File: src/shared/awcs_pkg.sv
// ==========================================================================
// shared constants for the write command sequencer
package awcs_pkg;
  // command opcodes
  localparam logic [7:0] OP_WRITE_DMA      = 8'hCA;
  localparam logic [7:0] OP_WRITE_BLOCK    = 8'hC5;
  localparam logic [7:0] OP_WRITE_BLOCK_NE = 8'hCD;
  localparam logic [7:0] OP_WRITE_SECT     = 8'h30;
  localparam logic [7:0] OP_WRITE_SECT_RT  = 8'h31;
  // task file register indices on the link address lines
  localparam logic [2:0] TF_DATA       = 3'h0;
  localparam logic [2:0] TF_FEATURE    = 3'h1;
  localparam logic [2:0] TF_COUNT      = 3'h2;
  localparam logic [2:0] TF_SECTOR     = 3'h3;
  localparam logic [2:0] TF_CYL_LOW    = 3'h4;
  localparam logic [2:0] TF_CYL_HIGH   = 3'h5;
  localparam logic [2:0] TF_DRIVE_HEAD = 3'h6;
  localparam logic [2:0] TF_COMMAND    = 3'h7;
  // status, error and drive/head field positions
  localparam int ST_BUSY = 7;
  localparam int ST_READY = 6;
  localparam int ST_DRQ = 3;
  localparam int ST_ERR = 0;
  localparam int ER_ABORT = 2;
  localparam int ER_MEDIA = 6;
  localparam int DH_LBA = 6;
  localparam int DH_DRIVE = 4;
  // reset values of the task file
  localparam logic [7:0] TF_RESET = 8'h00;
  localparam logic [7:0] COUNT_RESET = 8'h01;
  // sector and block geometry
  localparam logic [7:0] WORD_LAST = 8'hFF;
  localparam logic [8:0] MAX_SECTORS = 9'h100;
  localparam logic [7:0] BLOCK_SECTORS = 8'h01;
  localparam logic DRIVE_ID = 1'b0;
  // timing
  localparam int CLOCK_PERIOD_NS = 5;
  localparam int STROBE_LOW_NS = 30;
  localparam int STROBE_GAP_NS = 40;
  localparam logic [3:0] STROBE_LOW_CYCLES =
    4'((STROBE_LOW_NS + CLOCK_PERIOD_NS - 1) / CLOCK_PERIOD_NS);
  localparam logic [3:0] STROBE_GAP_CYCLES =
    4'((STROBE_GAP_NS + CLOCK_PERIOD_NS - 1) / CLOCK_PERIOD_NS);
  // host controller register map (AXI4-Lite byte addresses)
  localparam logic [7:0] HR_TASK = 8'h00;
  localparam logic [7:0] HR_DATA = 8'h04;
  localparam logic [7:0] HR_CTRL = 8'h08;
  localparam logic [7:0] HR_STATUS = 8'h0C;
  localparam logic [7:0] HR_TASK_READ = 8'h10;
  localparam logic [3:0] CTRL_RESET = 4'hE;
  localparam logic [1:0] RESP_OKAY = 2'h0;
  localparam logic [1:0] RESP_SLVERR = 2'h2;
  // state machines
  typedef enum logic [1:0] {DS_IDLE, DS_PREP, DS_XFER, DS_SECTOR}
    awcs_dev_state_type;
  typedef enum logic [1:0] {HS_IDLE, HS_WAIT, HS_STROBE, HS_GAP}
    awcs_host_state_type;
endpackage

File: src/shared/awcs_link_if.sv
`timescale 1ns/1ps
// ==========================================================================
// link between host controller and storage device
interface awcs_link_if;
  logic [2:0]  tfAddr;
  logic [15:0] dataBus;
  logic        ioWriteStrobeN;
  logic        dmaGrantN;
  logic        dmaRequestOut;
  logic        intrq;
  logic [7:0]  devStatus;
  logic [7:0]  taskRead;
  modport device (
    input  tfAddr, dataBus, ioWriteStrobeN, dmaGrantN,
    output dmaRequestOut, intrq, devStatus, taskRead
  );
  modport host (
    output tfAddr, dataBus, ioWriteStrobeN, dmaGrantN,
    input  dmaRequestOut, intrq, devStatus, taskRead
  );
endinterface

File: src/hw/awcs_device.sv
// The register offsets and register access over AXI4-Lite were left to the implementer.
`timescale 1ns/1ps
module awcs_device (
  // clock and reset
  input  wire logic        clock,
  input  wire logic        rst,
  // link to the host controller
  awcs_link_if.device      link,
  // configuration from the feature commands
  input  wire logic        eightBitMode,
  input  wire logic        blockSizeSet,
  input  wire logic        blockEnabled,
  output logic [7:0]       identBlockSize,
  // media side
  output logic             mediaWordValid,
  output logic [15:0]      mediaWord,
  output logic             mediaSectorEnd,
  output logic [27:0]      mediaLba,
  output logic             mediaNoErase,
  input  wire logic        mediaReady,
  input  wire logic        mediaDone,
  input  wire logic        mediaError
);
  import awcs_pkg::*;

  // ========================================================================
  // pin synchronisers
  logic [20:0] pinMeta;
  logic [20:0] pinSync;
  logic        strobePrev;
  wire  [20:0] pinRaw = {link.tfAddr, link.dataBus, link.ioWriteStrobeN,
                         link.dmaGrantN};

  // two flops per pin; only the second stage is looked at
  always_ff @(posedge clock) begin
    if (rst) begin
      pinMeta <= 21'h000003;
      pinSync <= 21'h000003;
      strobePrev <= 1'b1;
    end else begin
      pinMeta <= pinRaw;
      pinSync <= pinMeta;
      strobePrev <= pinSync[1];
    end
  end

  // ========================================================================
  // task file registers and sequencer state
  awcs_dev_state_type state;
  logic [7:0]  feature;
  logic [7:0]  count;
  logic [7:0]  sector;
  logic [7:0]  cylLow;
  logic [7:0]  cylHigh;
  logic [7:0]  driveHead;
  logic [7:0]  errorReg;
  logic        busy;
  logic        data_request_bit;
  logic        err;
  logic        isDma;
  logic        isBlock;
  logic        firstSector;
  logic [8:0]  remaining;
  logic [7:0]  blockPos;
  logic [27:0] logical_addressing_select;
  logic        lastWord;

  // ========================================================================
  // link decode
  wire [2:0]  syncAddr = pinSync[20:18];
  wire [15:0] syncData = pinSync[17:2];
  wire        grantIdle = pinSync[0];
  wire        strobeRise = pinSync[1] && !strobePrev;
  wire        regWrite = strobeRise && grantIdle && (syncAddr != TF_DATA);
  wire        cmdWrite = regWrite && (syncAddr == TF_COMMAND);
  wire        pioWord = grantIdle && (syncAddr == TF_DATA);
  wire        dmaWord = !grantIdle && link.dmaRequestOut;
  wire        inXfer = (state == DS_XFER);
  wire        wordStrobe = strobeRise && inXfer &&
                           (isDma ? dmaWord : pioWord);
  wire        endOfSector = wordStrobe && lastWord;
  wire [7:0]  opcode = syncData[7:0];
  wire        opDma = (opcode == OP_WRITE_DMA);
  wire        opBlockNe = (opcode == OP_WRITE_BLOCK_NE);
  wire        opBlock = (opcode == OP_WRITE_BLOCK) || opBlockNe;
  wire        opSect = (opcode == OP_WRITE_SECT) ||
                       (opcode == OP_WRITE_SECT_RT);
  wire        driveMatch = (driveHead[DH_DRIVE] == DRIVE_ID);
  wire        blockRefused = opBlock && !(blockSizeSet && blockEnabled);
  wire        dmaRefused = opDma && eightBitMode;
  wire        refuse = !(opDma || opBlock || opSect) || blockRefused
                       || dmaRefused;
  // start address from the task file, address bits 27..0
  wire [27:0] startLba = {driveHead[3:0], cylHigh, cylLow, sector};
  wire [27:0] nextLba = logical_addressing_select + 28'h0000001;
  wire [8:0]  startCount = (count == 8'h00) ? MAX_SECTORS
                                            : {1'b0, count};
  wire        blockEnd = (blockPos == BLOCK_SECTORS - 8'h01);
  // DMA never interrupts per sector; sector writes skip the first one
  wire        raiseOnDrq = isBlock ? (blockPos == 8'h00)
                                   : (!isDma && !firstSector);
  wire [7:0]  statusByte = {busy, !busy, 4'h0, 1'b0, err} |
                           {4'h0, data_request_bit, 3'h0};
  wire [7:0]  readSel = (syncAddr == TF_FEATURE)   ? errorReg :
                        (syncAddr == TF_COUNT)     ? count :
                        (syncAddr == TF_SECTOR)    ? sector :
                        (syncAddr == TF_CYL_LOW)   ? cylLow :
                        (syncAddr == TF_CYL_HIGH)  ? cylHigh :
                        (syncAddr == TF_DRIVE_HEAD) ? driveHead :
                        (syncAddr == TF_COMMAND)   ? statusByte : 8'h00;

  // ========================================================================
  // word counter for the current sector
  awcs_word_counter awcs_word_counter_inst (
    .clock    (clock),
    .rst      (rst),
    .clear    (cmdWrite),
    .step     (wordStrobe),
    .lastWord (lastWord)
  );

  assign identBlockSize = BLOCK_SECTORS;
  assign link.devStatus = statusByte;

  // registered read-back of the selected task file byte
  always_ff @(posedge clock) begin
    if (rst) begin
      link.taskRead <= TF_RESET;
    end else begin
      link.taskRead <= readSel;
    end
  end

  // ========================================================================
  // command sequencer; task file writes are ignored while busy
  always_ff @(posedge clock) begin
    if (rst) begin
      state <= DS_IDLE;
      {feature, sector, cylLow, cylHigh, driveHead} <= {5{TF_RESET}};
      count <= COUNT_RESET;
      errorReg <= TF_RESET;
      {busy, data_request_bit, err, isDma, isBlock, firstSector} <= 6'h00;
      remaining <= 9'h000;
      blockPos <= 8'h00;
      logical_addressing_select <= 28'h0000000;
      link.intrq <= 1'b0;
      link.dmaRequestOut <= 1'b0;
      mediaWordValid <= 1'b0;
      mediaWord <= 16'h0000;
      mediaSectorEnd <= 1'b0;
      mediaLba <= 28'h0000000;
      mediaNoErase <= 1'b0;
    end else begin
      mediaWordValid <= wordStrobe;
      mediaSectorEnd <= endOfSector;
      if (wordStrobe) begin
        mediaWord <= syncData;
      end
      case (state)
        DS_IDLE: begin
          if (regWrite && !cmdWrite) begin
            case (syncAddr)
              TF_FEATURE:  feature <= syncData[7:0];
              TF_COUNT:    count <= syncData[7:0];
              TF_SECTOR:   sector <= syncData[7:0];
              TF_CYL_LOW:  cylLow <= syncData[7:0];
              TF_CYL_HIGH: cylHigh <= syncData[7:0];
              default:     driveHead <= syncData[7:0];
            endcase
          end
          if (cmdWrite && driveMatch) begin
            link.intrq <= 1'b0;
            if (refuse) begin
              errorReg <= 8'(1 << ER_ABORT);
              err <= 1'b1;
              link.intrq <= 1'b1;
            end else begin
              errorReg <= TF_RESET;
              err <= 1'b0;
              busy <= 1'b1;
              state <= DS_PREP;
              isDma <= opDma;
              isBlock <= opBlock;
              mediaNoErase <= opBlockNe;
              firstSector <= 1'b1;
              remaining <= startCount;
              blockPos <= 8'h00;
              logical_addressing_select <= startLba;
              mediaLba <= startLba;
            end
          end
        end
        DS_PREP: begin
          // wait for buffer space before asking for data
          if (mediaReady) begin
            busy <= 1'b0;
            data_request_bit <= 1'b1;
            link.dmaRequestOut <= isDma;
            if (raiseOnDrq) begin
              link.intrq <= 1'b1;
            end
          end
          if (mediaReady) begin
            state <= DS_XFER;
          end
        end
        DS_XFER: begin
          if (endOfSector) begin
            busy <= 1'b1;
            data_request_bit <= 1'b0;
            link.dmaRequestOut <= 1'b0;
            link.intrq <= 1'b0;
            state <= DS_SECTOR;
          end
        end
        default: begin
          // failing sector: address stays, residual count reported
          if (mediaError) begin
            err <= 1'b1;
            errorReg <= 8'(1 << ER_MEDIA);
            busy <= 1'b0;
            count <= remaining[7:0];
            link.intrq <= 1'b1;
            state <= DS_IDLE;
          end else if (mediaDone) begin
            firstSector <= 1'b0;
            blockPos <= blockEnd ? 8'h00 : blockPos + 8'h01;
            if (remaining == 9'h001) begin
              busy <= 1'b0;
              count <= 8'h00;
              link.intrq <= 1'b1;
              state <= DS_IDLE;
            end else begin
              remaining <= remaining - 9'h001;
              logical_addressing_select <= nextLba;
              mediaLba <= nextLba;
              {driveHead[3:0], cylHigh, cylLow, sector} <= nextLba;
              state <= DS_PREP;
            end
          end
        end
      endcase
      // address registers track the sector in progress
      if (state == DS_SECTOR && (mediaError || mediaDone)
          && (mediaError || remaining == 9'h001)) begin
        {driveHead[3:0], cylHigh, cylLow, sector} <= logical_addressing_select;
      end
    end
  end

  // feature byte is stored but never read, TF_FEATURE reads return errorReg; mode bits come from ports
  wire unusedFeature = ^feature;
endmodule // awcs_device

File: src/hw/awcs_word_counter.sv
`timescale 1ns/1ps
// ==========================================================================
// counts 16-bit words inside one 512-byte sector
module awcs_word_counter (
  // clock and reset
  input  wire logic       clock,
  input  wire logic       rst,
  // control
  input  wire logic       clear,
  input  wire logic       step,
  // state
  output logic            lastWord
);
  import awcs_pkg::*;
  logic [7:0] count;

  // wraps to zero after the last word, so no extra clear is needed
  always_ff @(posedge clock) begin
    if (rst || clear) begin
      count <= 8'h00;
    end else if (step) begin
      count <= count + 8'h01;
    end
  end

  assign lastWord = (count == WORD_LAST);
endmodule // awcs_word_counter

File: src/flat_wrapper.sv
// flat-port wrapper written by rule: the top's interface ports become plain ports
module awcs_device_flat import awcs_pkg::*;
  (clock, rst, eightBitMode, blockSizeSet, blockEnabled, identBlockSize, mediaWordValid, mediaWord, mediaSectorEnd, mediaLba, mediaNoErase, mediaReady, mediaDone, mediaError, link_tfAddr, link_dataBus, link_ioWriteStrobeN, link_dmaGrantN, link_dmaRequestOut, link_intrq, link_devStatus, link_taskRead);
  awcs_link_if link_i ();
  input  wire logic clock;
  input  wire logic rst;
  input  wire logic eightBitMode;
  input  wire logic blockSizeSet;
  input  wire logic blockEnabled;
  output logic [7:0] identBlockSize;
  output logic mediaWordValid;
  output logic [15:0] mediaWord;
  output logic mediaSectorEnd;
  output logic [27:0] mediaLba;
  output logic mediaNoErase;
  input  wire logic mediaReady;
  input  wire logic mediaDone;
  input  wire logic mediaError;
  input wire logic [$bits(link_i.tfAddr)-1:0] link_tfAddr;
  input wire logic [$bits(link_i.dataBus)-1:0] link_dataBus;
  input wire logic [$bits(link_i.ioWriteStrobeN)-1:0] link_ioWriteStrobeN;
  input wire logic [$bits(link_i.dmaGrantN)-1:0] link_dmaGrantN;
  output wire logic [$bits(link_i.dmaRequestOut)-1:0] link_dmaRequestOut;
  output wire logic [$bits(link_i.intrq)-1:0] link_intrq;
  output wire logic [$bits(link_i.devStatus)-1:0] link_devStatus;
  output wire logic [$bits(link_i.taskRead)-1:0] link_taskRead;
  assign link_i.tfAddr = link_tfAddr;
  assign link_i.dataBus = link_dataBus;
  assign link_i.ioWriteStrobeN = link_ioWriteStrobeN;
  assign link_i.dmaGrantN = link_dmaGrantN;
  assign link_dmaRequestOut = link_i.dmaRequestOut;
  assign link_intrq = link_i.intrq;
  assign link_devStatus = link_i.devStatus;
  assign link_taskRead = link_i.taskRead;
  awcs_device u_core (.clock(clock), .rst(rst), .link(link_i), .eightBitMode(eightBitMode), .blockSizeSet(blockSizeSet), .blockEnabled(blockEnabled), .identBlockSize(identBlockSize), .mediaWordValid(mediaWordValid), .mediaWord(mediaWord), .mediaSectorEnd(mediaSectorEnd), .mediaLba(mediaLba), .mediaNoErase(mediaNoErase), .mediaReady(mediaReady), .mediaDone(mediaDone), .mediaError(mediaError));
endmodule
File: config.mk
export PLATFORM = sky130hd
export DESIGN_NAME = awcs_device_flat
export DESIGN_NICKNAME = d
export VERILOG_FILES = /design/src/shared/awcs_pkg.sv /design/src/shared/awcs_link_if.sv /design/src/hw/awcs_device.sv /design/src/hw/awcs_word_counter.sv /design/src/flat_wrapper.sv
export SDC_FILE = /design/constraint.sdc
export NUM_CORES = 1
export LEC_CHECK = 0
export BUFFER_PORTS_ARGS = -buffer_cell sky130_fd_sc_hd__buf_2
export CORE_AREA = 2 2 143 131
export DETAILED_ROUTE_END_ITERATION = 8
export DIE_AREA = 0 0 145 133
export PLACE_DENSITY = 0.72
export SYNTH_ARGS = -nofsm -noshare
export SYNTH_HDL_FRONTEND = slang
export SYNTH_SLANG_ARGS = --single-unit
File: constraint.sdc
create_clock -name clock -period 3.2 [get_ports clock]
set_clock_uncertainty 0.05 [all_clocks]
set_input_delay 0 -clock clock [delete_from_list [all_inputs] [get_ports clock]]
set_output_delay 0 -clock clock [all_outputs]
set_load 0.05 [all_outputs]
==> flow_summary.json <==
{
  "max_freq_mhz": 358,
  "required_ns": 3.52,
  "drtAntennaViolNets": 0,
  "hold_path.class": "primary input to flop",
  "n_antenna_cell": 0,
  "powerDensity_nw_per_um2": 446,
  "cts_made_buffers": 17,
  "io_pins": 102,
  "setup_violations": 0,
  "drtPass1Iterations": 7,
  "min_period_over_period": 0.872,
  "drt_wl_total_um": 28400,
  "drv_slew": 0,
  "rrSetupSlack_ns": 0.41,
  "finalPower_mw": 4.67,
  "crit_arrival_ns": 3.11,
  "synthMuxAreaShare": 0.0410,
  "cts_resized": 0,
  "synth_top_area_frac": 0.390,
  "io_buffers": 89,
  "p_clk_frac": 0.473,
  "cts-root-buf": "clkbuf_16",
  "dr_total_vias": 8751,
  "vias_per_cell": 6.14,
  "worstSetupPathType": "flop to flop",
  "cp_max_fo": 26,
  "postSynthCellCount": 1082,
  "drive_above_1_share": 0.163,
  "ys_ff_latch": 175,
  "final_cells": 1425,
  "drtIter0Drc": 912,
  "nets": 1207,
  "syn_avg_cell_area_um2": 8.30,
  "worst_pin_slew_ns": 0.952,
  "cp-end-kind": "flop",
  "dp.cells": 1369,
  "synth_common_cells": "dfxtp_1 (175), nor2_1 (108), nand2_1 (91)",
  "die_w_um": 145,
  "syn-cell-area_um2": 8980,
  "synth_area_leaders": "dfxtp_1 (39%), nor2_1 (4.5%), a21oi_1 (4.0%)",
  "power.leakage_nw": 3.93,
  "routedWlPerCell_um": 19.9,
  "async_flop_share": 0,
  "clock-sinks": 175,
  "clk_latency_ns": 0.45,
  "internal_power_mw": 3.39,
  "seq_power_share": 0.475,
  "swShare": 0.276,
  "fin_ws_ns": 0.409,
  "drc": 0,
  "post-synth-top-area-cell": "dfxtp_1",
  "max_cap_violations": 0,
  "status": "completed",
  "finalHoldViolCount": 0,
  "initial_core_util": 0.501,
  "synth_fa_ha_area_frac": 0.0153,
  "synth_edf_count": 0,
  "yosys.area_share.xor_xnor": 0.0224,
  "critPathLaunchType": "flop",
  "slowest_delay_ns": 0.63,
  "rr_worst_depth": 7,
  "grt_pass1_wl_um": 44400,
  "area_delta_synth_final_pct": 16.6,
  "antenna_found_initial": 1,
  "pwr-share-comb": 0.052,
  "period_needed_ns": 2.79,
  "slew_headroom": 0.349,
  "dp_hpwl_um": 19500,
  "rsz0062_at_grt": "false",
  "fp.dieH_um": 133,
  "yosys_warnings": 0,
  "coreArea_um2": 17900,
  "worstPathCellList": "inv_1 > ha_2 > nand2b_1 > and2_1 > a21oi_1 > nor2_1 > a311oi_1",
  "grt_max_degree": 74,
  "finalSetupTns_ns": 0,
  "synthMostInstantiatedCell": "dfxtp_1",
  "hold_ws_ns": 0.231,
  "place.gp.congestion": 0.978,
  "ir_drop_uv": 399,
  "yosysSeqAreaShare": 0.390,
  "grt-ovfl-total": 0,
  "yosys.area_share.simple": 0.247,
  "clockBufferDepth": 2,
  "pre_cts_slack_ns": 0.490,
  "fp-row-count": 47,
  "grt_pass1_vias": 7877,
  "synth_top_family_by_area": "simple AND/OR/NAND/NOR gates",
  "cts_tree": "built",
  "synthFlopType": "dfxtp_1",
  "die_area_um2": 19300,
  "synth_compound_area_frac": 0.224,
  "slowest_stage": "a21oi_1",
  "grt_usage": 0.293,
  "yosys.cell_types.count": 88,
  "hold_depth": 3,
  "netSwitchingPower_mw": 1.29,
  "clkTransAtPathRegs_ns": 0.08,
  "ctsHtreeMaxLevel": 4
}
## worst paths after layout
kind | start | end
worst max-delay path | u_core.state[0]$_SDFFE_PP0P_ | u_core.cylHigh[6]$_SDFFE_PP0P_
worst min register to register | u_core.pinMeta[0]$_SDFF_PP1_ | u_core.pinSync[0]$_SDFF_PP1_
worst min-delay path | link_dataBus[10] | u_core.pinMeta[12]$_SDFF_PP0_
worst max register to register | u_core.state[0]$_SDFFE_PP0P_ | u_core.cylHigh[6]$_SDFFE_PP0P_
## flip-flops by register name, indices dropped and copies added (netlist names), 2 cells and up
register                             count
u_core.sector                            8
u_core.errorReg                          2
u_core.mediaWord                        16
u_core.remaining                         9
u_core.cylHigh                           8
u_core.mediaLba                         28
u_core.driveHead                         8
u_core.state                             2
u_core.count                             8
u_core.pinSync                          21
u_core.link.taskRead                     8
u_core.pinMeta                          21
u_core.cylLow                            8
u_core.awcs_word_counter_inst.count      8
u_core.blockPos                          8
## logic make-up (layout without fill, tap and decap cells)
family,Yosys count,after routing
and+or+nand+nor,424,424
xor gates and xnor gates,23,23
AOI/OAI and AO/OA,297,297
DFF,175,175
buffers and inverters,115,203
adders and majority gates,11,11
muxes,35,35
other,2,12
## placed cells by master, fill, tap and decap left out, types with 5 or more instances in the layout
master	count
buf_4	35
a311oi_1	11
a31oi_1	15
mux2i_1	30
nand4_1	16
nor4_1	6
a211oi_1	12
clkbuf_16	17
nor3_1	28
inv_1	23
or2_2	7
nand2b_1	18
xnor2_1	16
o22ai_1	8
nand2_1	91
a22oi_1	18
o21ai_0	62
conb_1	12
a221o_1	11
o211ai_1	7
inv_12	5
and3_1	9
or4_1	6
o31ai_1	9
buf_2	88
nor2b_1	48
dfxtp_1	175
dlygate4sd3_1	24
o21a_1	8
a21o_1	7
or3_1	17
clkinv_8	5
xor2_1	7
nand3_1	42
a21oi_1	72
nor2_1	108
ha_1	10
o41ai_1	6
## final cells by class
type / count / area (µm²)
fill: 1613 / 7470
multi-input combinational: 802 / 4980
sequential: 175 / 3500
timing repair buffer: 147 / 943
clock buffer: 17 / 425
tap: 245 / 307
clock inverter: 15 / 214
inverter: 24 / 90.1
## routing by layer
layer  share of wire  GRT usage
met1            0.42      0.395
met2            0.43      0.436
met3            0.11     0.0862
met4           0.032      0.127
met5               0          0
## power by group through the flow
stage	clock network [mW]	registers [mW]	logic [mW]
5_1_grt	2.32	2.22	0.263
2_1_floorplan	0	2.27	0.154
4_1_cts	2.23	2.22	0.239
3_5_place_dp	0	2.27	0.216
3_3_place_gp	0	2.27	0.216
6_report	2.21	2.22	0.245
## timing repair
item	4_1_cts	5_1_grt
setup buffers	0	0
endpoints found under the hold margin	30	0
hold buffers	24	0
endpoints found under the setup margin	0	0
## stage by stage
| stage | util | area [µm²] |
|---|---|---|
| floorplan | - | 9020 |
| global placement | 0.535 | 9590 |
| detailed placement | 0.535 | 9590 |
| CTS | 0.584 | 10500 |
| global route | 0.584 | 10500 |
| finish | 0.584 | 10500 |
## worst max-delay path, delay by kind of cell (launching register included)
kind                       cells  cell delay, ns
adders and majority gates      1            0.55
DFF                            1            0.34
and+or+nand+nor                3            0.76
AOI/OAI and AO/OA              2            0.89
buffers and inverters          1            0.12
Power figures use the tool's default switching activity.
